<file path="src/rtl/arwsc_pkg.sv">
// Package for the converter control block: field layouts, codes and counts.
// Assumes a single 25 MHz peripheral clock; no register bus, all controls are ports.
package arwsc_pkg;
   localparam int RES_W = 16;
   localparam int CODE_W = 10;
   localparam logic [CODE_W-1:0] CODE_MIN = 10'h000;
   localparam logic [CODE_W-1:0] CODE_MAX = 10'h3ff;
   localparam logic [4:0] MUX_TEMP_SENSOR = 5'h1e;
   localparam logic [1:0] REF_INTERNAL = 2'h0;
   localparam logic [2:0] ACC_RESERVED = 3'h7;
   localparam logic [3:0] CONV_ADC_CYCLES = 4'hd;
   localparam logic [2:0] PRESC_RESET = 3'h0;
   localparam logic [6:0] ACC_RESET = 7'h00;
   localparam logic [7:0] IRQ_VEC_RESULT_READY_FLAG = 8'h00;
   localparam logic [7:0] IRQ_VEC_WINDOW_COMPARE_FLAG = 8'h02;
   localparam int FLAG_RESULT_READY_FLAG_BIT = 0;
   localparam int FLAG_WINDOW_COMPARE_FLAG_BIT = 1;

   typedef enum logic [2:0] {
      ARWSC_WIN_OFF = 3'b000,
      ARWSC_WIN_BELOW = 3'b001,
      ARWSC_WIN_ABOVE = 3'b010,
      ARWSC_WIN_INSIDE = 3'b011,
      ARWSC_WIN_OUTSIDE = 3'b100
   } arwsc_win_t;

   typedef enum logic [1:0] {
      ARWSC_IDLE = 2'b00,
      ARWSC_CONV = 2'b01,
      ARWSC_DONE = 2'b10
   } arwsc_state_t;

   typedef struct packed {
      logic [RES_W-1:0] low;
      logic [RES_W-1:0] high;
      logic [2:0] mode;
   } arwsc_window_t;

   typedef struct packed {
      logic standby;
      logic power_down;
      logic run_in_standby;
   } arwsc_sleep_t;
endpackage

</file>
<file path="src/rtl/arwsc_ctrl.sv">
// Converter control: prescaler, start logic, accumulation, window flag, sleep.
// Assumes the analog core presents a 10-bit code in sample_code_in when a
// conversion ends; event_in comes from the event system on another clock.
`timescale 1ns/1ps
module arwsc_ctrl
   import arwsc_pkg::*;
(
   input wire logic clk_in, // Peripheral clock, 25 MHz
   input wire logic rst_in, // Async reset, active high
   input wire logic enable_in, // Converter enable
   input wire logic [2:0] prescaler_select_in, // Clock divide 2..64
   input wire logic [2:0] accumulation_count_select_in, // 1..64 results
   input wire logic [4:0] positive_input_select_in, // Channel select
   input wire logic [1:0] reference_select_in, // Reference select
   input wire logic [2:0] window_condition_select_in, // Window mode
   input wire logic [RES_W-1:0] window_low_threshold_in, // Lower threshold
   input wire logic [RES_W-1:0] window_high_threshold_in, // Upper threshold
   input wire logic start_conversion_write_in, // Software writes start bit
   input wire logic start_event_input_enable_in, // Event start enable
   input wire logic event_in, // Event line, asynchronous
   input wire logic [1:0] interrupt_enable_in, // Bit0 ready, bit1 window
   input wire logic [1:0] flag_clear_in, // Write-one-to-clear pulses
   input wire logic result_read_in, // Result read pulse
   input wire logic global_irq_enable_in, // Global interrupt enable
   input wire logic touch_enable_in, // Touch controller owns converter
   input wire logic standby_in, // Standby sleep
   input wire logic power_down_in, // Power-down sleep
   input wire logic run_in_standby_in, // Keep running in standby
   input wire logic [CODE_W-1:0] sample_code_in, // Code from analog core
   output logic [RES_W-1:0] conversion_result_out, // Result register
   output logic result_ready_flag_out, // Ready flag
   output logic window_compare_flag_out, // Window flag
   output logic start_conversion_bit_out, // Start bit status
   output logic irq_out, // Interrupt request
   output logic [7:0] irq_vector_out, // Vector offset of pending source
   output logic temp_sensor_enable_out, // Temperature sensor on
   output logic [4:0] mux_select_out, // Channel latched for conversion
   output logic [1:0] ref_select_out, // Reference latched for conversion
   output logic clock_request_out, // Peripheral clock request
   output logic result_invalid_out // Last result cut by power-down
);
   logic ev_meta_reg, ev_sync_reg, ev_prev_reg;
   logic [5:0] presc_reg, presc_next;
   logic [3:0] cyc_reg, cyc_next;
   logic [6:0] acc_cnt_reg;
   logic [RES_W-1:0] acc_sum_reg;
   arwsc_state_t state_reg, state_next;
   logic from_event_reg, halted_reg;
   logic start_conversion_bit_reg;
   logic [4:0] mux_reg;
   logic [1:0] ref_reg;
   logic ready_reg, window_compare_flag_reg;
   logic [RES_W-1:0] result_reg;
   logic win_match;
   arwsc_window_t win;
   arwsc_sleep_t sleep;

   // Event line crosses from another domain: two flops before any logic.
   always_ff @(posedge clk_in or posedge rst_in) begin
      if (rst_in) begin
         ev_meta_reg <= 1'b0;
         ev_sync_reg <= 1'b0;
         ev_prev_reg <= 1'b0;
      end else begin
         ev_meta_reg <= event_in;
         ev_sync_reg <= ev_meta_reg;
         ev_prev_reg <= ev_sync_reg;
      end
   end

   assign sleep = '{standby: standby_in, power_down: power_down_in,
                    run_in_standby: run_in_standby_in};
   assign win = '{low: window_low_threshold_in, high: window_high_threshold_in,
                  mode: window_condition_select_in};
   wire ev_rise = ev_sync_reg && !ev_prev_reg;
   wire standby_off = sleep.standby && !sleep.run_in_standby;
   wire may_start = enable_in && !touch_enable_in && !sleep.power_down && !standby_off;
   wire sw_start = start_conversion_write_in && !sleep.standby;
   wire ev_start = start_event_input_enable_in && ev_rise;
   wire acc_reserved = accumulation_count_select_in == ACC_RESERVED;
   wire start_req = may_start && (sw_start || ev_start) && !acc_reserved;
   // Power-down freezes the converter mid-flight rather than aborting it.
   wire frozen = sleep.power_down;
   wire [5:0] presc_top = 6'((7'h02 << prescaler_select_in) - 7'h01);
   wire adc_tick = (presc_reg == presc_top) && !frozen;
   wire [6:0] acc_total = 7'(7'h01 << accumulation_count_select_in);
   wire last_cycle = adc_tick && (cyc_reg == CONV_ADC_CYCLES - 4'h1);
   wire conv_end = (state_reg == ARWSC_CONV) && last_cycle;
   wire last_sample = acc_cnt_reg == acc_total - 7'h01;
   wire final_done = conv_end && last_sample;
   // Code is already the ratio 1024*Vin/Vref from the analog core.
   wire [RES_W-1:0] code_ext = {{(RES_W-CODE_W){1'b0}}, sample_code_in};
   wire [RES_W-1:0] sum_next = 16'(acc_sum_reg + code_ext);

   always_comb begin
      state_next = state_reg;
      unique case (state_reg)
         ARWSC_IDLE: if (start_req) state_next = ARWSC_CONV;
         ARWSC_CONV: if (final_done) state_next = ARWSC_DONE;
         ARWSC_DONE: state_next = ARWSC_IDLE;
         default: state_next = ARWSC_IDLE;
      endcase
   end

   // Prescaler restarts on a trigger so the start has a fixed delay.
   assign presc_next = (state_reg == ARWSC_IDLE || !enable_in) ? 6'h00 :
                       frozen ? presc_reg : adc_tick ? 6'h00 : 6'(presc_reg + 6'h01);
   assign cyc_next = (state_reg != ARWSC_CONV) ? 4'h0 :
                     last_cycle ? 4'h0 : adc_tick ? 4'(cyc_reg + 4'h1) : cyc_reg;

   arwsc_window_cmp u_win (
      .result_in(sum_next),
      .win_in(win),
      .match_out(win_match)
   );

   always_ff @(posedge clk_in or posedge rst_in) begin
      if (rst_in) begin
         state_reg <= ARWSC_IDLE;
         presc_reg <= 6'h00;
         cyc_reg <= 4'h0;
      end else begin
         state_reg <= state_next;
         presc_reg <= presc_next;
         cyc_reg <= cyc_next;
      end
   end

   // Accumulator and result load.
   always_ff @(posedge clk_in or posedge rst_in) begin
      if (rst_in) begin
         acc_cnt_reg <= ACC_RESET;
         acc_sum_reg <= '0;
         result_reg <= '0;
      end else if (state_reg == ARWSC_IDLE) begin
         acc_cnt_reg <= ACC_RESET;
         acc_sum_reg <= '0;
      end else if (conv_end) begin
         acc_cnt_reg <= last_sample ? ACC_RESET : 7'(acc_cnt_reg + 7'h01);
         acc_sum_reg <= last_sample ? '0 : sum_next;
         if (last_sample) result_reg <= sum_next;
      end
   end

   // Flags: a hardware set in the same cycle as a clear wins.
   always_ff @(posedge clk_in or posedge rst_in) begin
      if (rst_in) begin
         ready_reg <= 1'b0;
         window_compare_flag_reg <= 1'b0;
      end else begin
         ready_reg <= final_done ||
                      (ready_reg && !flag_clear_in[FLAG_RESULT_READY_FLAG_BIT] && !result_read_in);
         window_compare_flag_reg <= (final_done && win_match) ||
                      (window_compare_flag_reg && !flag_clear_in[FLAG_WINDOW_COMPARE_FLAG_BIT]);
      end
   end

   // Start bit, channel lock, event origin and power-down marker.
   always_ff @(posedge clk_in or posedge rst_in) begin
      if (rst_in) begin
         start_conversion_bit_reg <= 1'b0;
         from_event_reg <= 1'b0;
         halted_reg <= 1'b0;
         mux_reg <= 5'h00;
         ref_reg <= 2'h0;
      end else begin
         if (state_reg == ARWSC_IDLE) begin
            // Selections track software until a conversion locks them.
            mux_reg <= positive_input_select_in;
            ref_reg <= reference_select_in;
            if (start_req) begin
               start_conversion_bit_reg <= 1'b1;
               from_event_reg <= ev_start;
               halted_reg <= 1'b0;
            end
         end else if (final_done) begin
            start_conversion_bit_reg <= 1'b0;
         end
         if (state_reg == ARWSC_CONV && frozen) halted_reg <= 1'b1;
      end
   end

   assign conversion_result_out = result_reg;
   assign result_ready_flag_out = ready_reg;
   assign window_compare_flag_out = window_compare_flag_reg;
   assign start_conversion_bit_out = start_conversion_bit_reg;
   assign mux_select_out = mux_reg;
   assign ref_select_out = ref_reg;
   assign result_invalid_out = halted_reg;
   assign temp_sensor_enable_out = enable_in && mux_reg == MUX_TEMP_SENSOR;
   assign clock_request_out = state_reg != ARWSC_IDLE || start_req;
   wire ready_irq = ready_reg && interrupt_enable_in[FLAG_RESULT_READY_FLAG_BIT];
   wire window_compare_flag_irq = window_compare_flag_reg && interrupt_enable_in[FLAG_WINDOW_COMPARE_FLAG_BIT];
   assign irq_out = global_irq_enable_in && (ready_irq || window_compare_flag_irq);
   assign irq_vector_out = ready_irq ? IRQ_VEC_RESULT_READY_FLAG : IRQ_VEC_WINDOW_COMPARE_FLAG;

   // Ticks counted apart from the cycle counter, so the length check is not circular.
   logic [4:0] tick_cnt_reg;
   always_ff @(posedge clk_in or posedge rst_in) begin
      if (rst_in) begin
         tick_cnt_reg <= 5'h00;
      end else if (state_reg != ARWSC_CONV || conv_end) begin
         tick_cnt_reg <= 5'h00;
      end else if (adc_tick) begin
         tick_cnt_reg <= 5'(tick_cnt_reg + 5'h01);
      end
   end
endmodule

</file>
<file path="src/rtl/arwsc_window_cmp.sv">
// Window comparator: combinational test of a result against two thresholds.
// Assumes the caller samples the match only on a final accumulated result.
`timescale 1ns/1ps
module arwsc_window_cmp
   import arwsc_pkg::*;
(
   input wire logic [RES_W-1:0] result_in, // Final result
   input wire arwsc_window_t win_in, // Thresholds and mode
   output logic match_out // Condition holds
);
   wire below_low = result_in < win_in.low;
   wire above_high = result_in > win_in.high;
   wire above_low = result_in > win_in.low;
   wire below_high = result_in < win_in.high;
   always_comb begin
      unique case (win_in.mode)
         ARWSC_WIN_BELOW: match_out = below_low;
         ARWSC_WIN_ABOVE: match_out = above_high;
         ARWSC_WIN_INSIDE: match_out = above_low && below_high;
         ARWSC_WIN_OUTSIDE: match_out = below_low || above_high;
         default: match_out = 1'b0;
      endcase
   end
endmodule

</file>
<file path="config.mk">
export PLATFORM = sky130hd
export DESIGN_NAME = arwsc_ctrl
export DESIGN_NICKNAME = d
export VERILOG_FILES = /design/src/rtl/arwsc_pkg.sv /design/src/rtl/arwsc_ctrl.sv /design/src/rtl/arwsc_window_cmp.sv
export SDC_FILE = /design/constraint.sdc
export NUM_CORES = 1
export LEC_CHECK = 0
export BUFFER_PORTS_ARGS = -buffer_cell sky130_fd_sc_hd__buf_2
export CAP_MARGIN = 20
export CORE_MARGIN = 10
export CORE_UTILIZATION = 59
export DETAILED_ROUTE_END_ITERATION = 12
export PLACE_DENSITY = 0.87
export SYNTH_ARGS = -nofsm -noshare
export SYNTH_HDL_FRONTEND = slang
export SYNTH_HIERARCHICAL = 1
export SYNTH_SLANG_ARGS = --single-unit
</file>
<file path="constraint.sdc">
create_clock -name clk_in -period 7.3 [get_ports clk_in]
set_input_delay 0 -clock clk_in [delete_from_list [all_inputs] [get_ports clk_in]]
set_output_delay 0 -clock clk_in [all_outputs]
set_load 0.05 [all_outputs]
</file>
==> implementation parameters <==
Parameter                              Value

Outcome
  Status ... completed

Layout
  Number of antenna cells inserted ... 0
  Highest-count cells in the layout ignoring fill and taps ... sky130_fd_sc_hd__buf_2 (104), sky130_fd_sc_hd__dfrtp_1 (65), sky130_fd_sc_hd__ha_1 (48)
  Area of the multi-input gates ... ~2800 sq um
  Fin nets ... between 700 and 800
  Register cell area after layout ... roughly 1600 sq um
  Area added between synthesis and finish ... 18.8%
  Share of final-layout standard cells stronger than drive strength 1 ... approximately a quarter
  Number of filler instances in the final layout ... around 560
  Most common cell after layout, fill and taps aside ... sky130_fd_sc_hd__buf_2

Flow run
  Max-cap violation count ... 0

Critical path
  Cell Chain, Critical Path ... ha_1 > fa_1 > a211oi_1 > o21ai_0 > a21boi_0 > nor4_1 > a311oi_1 > inv_1 > ha_1 > a21oi_2 > nand2_1 > a221o_1 > or3_1 > o311ai_1 > a22o_1
  Worst endpoint data arrival time ... roughly 4.9 ns
  Buf+Inv Stages, Crit Path ... 1
  Worst Path Required ... between 7 and 8 ns
  Critical Path Source ... acc_sum_reg[0]
  Sort of element at the end of the critical path ... register
  Endpoint of the lowest-slack register-to-register path ... window_compare_flag_out
  Delay of the slowest cell on the worst path ... 0.59 ns
  Cell with the biggest individual delay on the critical path ... sky130_fd_sc_hd__a21boi_0
  Cell repeated most along the worst path ... sky130_fd_sc_hd__ha_1
  CP Launch Type ... register
  Number of logic stages on the critical path including buffering ... 15
  WS Path Type ... register to register
  Maximum fanout along the worst path ... 5
  Worst R2R Path Depth ... 15
  Reg-to-reg setup timing slack ... between 2 and 3 ns
  Critical path capture point ... window_compare_flag_out
  Kind of cell adding the most delay to the critical path ... compound AO/OA/AOI/OAI gates
  Origin of the critical flop-to-flop path ... acc_sum_reg[0]

Detailed routing
  Routed WL per cell ... 17.5 um
  Routed via count ... slightly above 4000
  Number of nets with antenna violations after routing ... 0
  DRC ... 0
  Initial DRC Count ... approximately 370
  Routed WL ... between 10000 and 15000 um
  Routed via count divided by cell count ... roughly 5.8
  First-pass iteration count of the detailed router ... 4

Timing
  Setup tns final ... 0 ns
  Post-layout min period ... roughly 4.7 ns
  Setup Skew ... 0.00845 ns
  Period utilization ... between 60% and 70%
  Final Slew Violations ... 0
  Final-report setup violation count ... 0
  Count of endpoints failing hold in the final timing report ... 0
  Setup slack after layout ... about 2.6 ns
  Tightest slew margin relative to the limit ... 35.2%
  Slew at the pin with the worst max-slew slack ... roughly 0.97 ns
  RSZ-0062 raised after global routing ... no
  Maximum operating frequency ... approximately 0.21 GHz

CTS
  Clock tree from TritonCTS ... yes
  Root buffer selected by CTS ... sky130_fd_sc_hd__clkbuf_8
  Number of levels the H-tree was split into ... 3
  Reg clk slew, reported paths ... 0.07 ns
  Post-CTS Setup Repair Bufs ... 0
  Cts repair resizes ... 0
  Sink Count ... 65
  Number of clock buffers inserted by TritonCTS ... 9
  Maximum buffer depth of the clock tree ... 2
  Worst-Skew Late Latency ... about 0.35 ns

Global route
  Vias in the first global route ... roughly 4300
  Total Routing Usage GR ... 21.3%
  Largest net degree at the start of global routing ... 66
  Leftover overflow at the end of global routing ... 0
  Initial antenna violation count ... 0
  First-pass GRT wire length ... ~21000 um

Floorplanning
  Total I/O pin count ... between 100 and 150
  Core Footprint ... 7770 sq um
  Effective utilization at floorplan ... between 60% and 70%
  Die Height ... ~110 um
  Overall die area ... 12000 sq um
  Core Rows ... 32
  Overall die width ... 109 um

Synth
  Share of async-settable or async-resettable flops after synthesis ... between 90% and 100%
  Netlist Area Pre-Place ... between 4000 and 5000 sq um
  Mean post-synth cell area ... approximately 9.7 sq um
  Ys flop type ... sky130_fd_sc_hd__dfrtp_1
  Number of different library cells in the post-synthesis netlist ... 72
  Number of synthesized flops with an enable pin ... 0
  Share of synthesized area occupied by flip-flops and latches ... between 30 and 40%
  Yosys warnings ... 6
  Synthesized flop and latch total ... 65
  Gate count of the mapped netlist ... around 490

Pwr
  Power per unit of standard cell area ... 145 nW/um^2
  P_leak ... 3.01 nW
  Maximum vdd ir drop ... ~0.10 mV

Place
  DP Wirelength ... 9610 um
  Final weighted congestion in routability-driven placement ... slightly below 0.9
  Pre-CTS setup slack ... approximately 2.7 ns
  Number of port buffers ... 104

Min path
  Class of the worst hold path ... input port to register
## area by class of cell
cell class | count | share of cell area (%)
inverters | 44 | 2.95
well taps | 102 | 2.28
flip-flops and latches | 65 | 29.0
repair buffers | 119 | 12.0
clock inverters | 2 | 0.625
clock buffers | 14 | 3.08
multi-input cells | 363 | 50.1
## stage by stage
stage	utilization, %	total power [mW]	instance area [sq um]	hold WS (ns)	instances
finish	72.2	0.815	5610	0.0162	709
global route	72.2	0.848	5610	0.0321	709
CTS	72.2	0.816	5610	0.0104	709
detailed placement	68.0	0.491	5280	0.114	681
global placement	67.8	0.485	5270	0.111	680
floorplan	-	0.451	4740	0.0314	494
## power breakdown
group / leakage [nW] / internal (mW) / switching, mW
clock: 0.107 / 0.186 / 0.139
combinational: 2.02 / 0.0521 / 0.0676
sequential: 0.884 / 0.364 / 0.00641
## worst min-delay path by stage
stage	start	end	slack, ns	cells past startpoint
global placement	event_in	ev_meta_reg	0.11	1
detailed placement	event_in	ev_meta_reg	0.11	1
finish	flag_clear_in[1]	window_compare_flag_out	0.02	3
global route	flag_clear_in[1]	window_compare_flag_out	0.03	3
floorplan	event_in	ev_meta_reg	0.03	0
CTS	flag_clear_in[1]	window_compare_flag_out	0.01	3
## cells in the mapped netlist (5+ instances only)
library cell	number	area, sq um
sky130_fd_sc_hd__clkbuf_1	9	33.8
sky130_fd_sc_hd__nand2_1	32	120
sky130_fd_sc_hd__nand2b_1	8	50.1
sky130_fd_sc_hd__mux2_4	9	135
sky130_fd_sc_hd__buf_4	7	52.6
sky130_fd_sc_hd__o21ai_0	18	90.1
sky130_fd_sc_hd__mux2_2	15	169
sky130_fd_sc_hd__a21oi_1	25	125
sky130_fd_sc_hd__ha_1	48	601
sky130_fd_sc_hd__nand3_1	22	110
sky130_fd_sc_hd__nor4_1	5	31.3
sky130_fd_sc_hd__a31oi_1	8	50.1
sky130_fd_sc_hd__xnor2_1	18	158
sky130_fd_sc_hd__nor2_1	18	67.6
sky130_fd_sc_hd__or3_1	7	43.8
sky130_fd_sc_hd__nor3b_1	5	37.5
sky130_fd_sc_hd__xor2_1	5	43.8
sky130_fd_sc_hd__nand4_1	8	50.1
sky130_fd_sc_hd__a21o_1	7	52.6
sky130_fd_sc_hd__dfrtp_1	65	1630
sky130_fd_sc_hd__nor2b_1	6	37.5
sky130_fd_sc_hd__and3_1	5	31.3
sky130_fd_sc_hd__a22o_1	17	149
sky130_fd_sc_hd__inv_1	44	165
## kinds of logic after synthesis
logic type | synth area share, %
AND/OR/NAND/NOR | 16.1
AO/OA/AOI/OAI | 17.8
buffers and inverters | 6.65
flip-flops | 34.4
adder cells (fa/ha/maj) | 13.1
multiplexers | 7.07
XOR/XNOR | 4.74
other | 0.0794
## worst min-delay path, delay by kind of cell
family          cells  cell delay, ns
compound gates      1            0.15
buf+inv             2            0.17
## routing by layer
metal	vias up	share of wire [%]	track usage, %
li1	1999	-	-
met1	1940	41	25.8
met2	146	49	36.0
met3	20	8.3	6.03
met4	0	1.8	6.69
met5	-	0	0
## repair_timing
item,4_1_cts,5_1_grt
endpoints found under the setup margin,0,0
hold endpoints to repair,75,0
hold buffers,12,0
(Power assumes the default switching activity.)
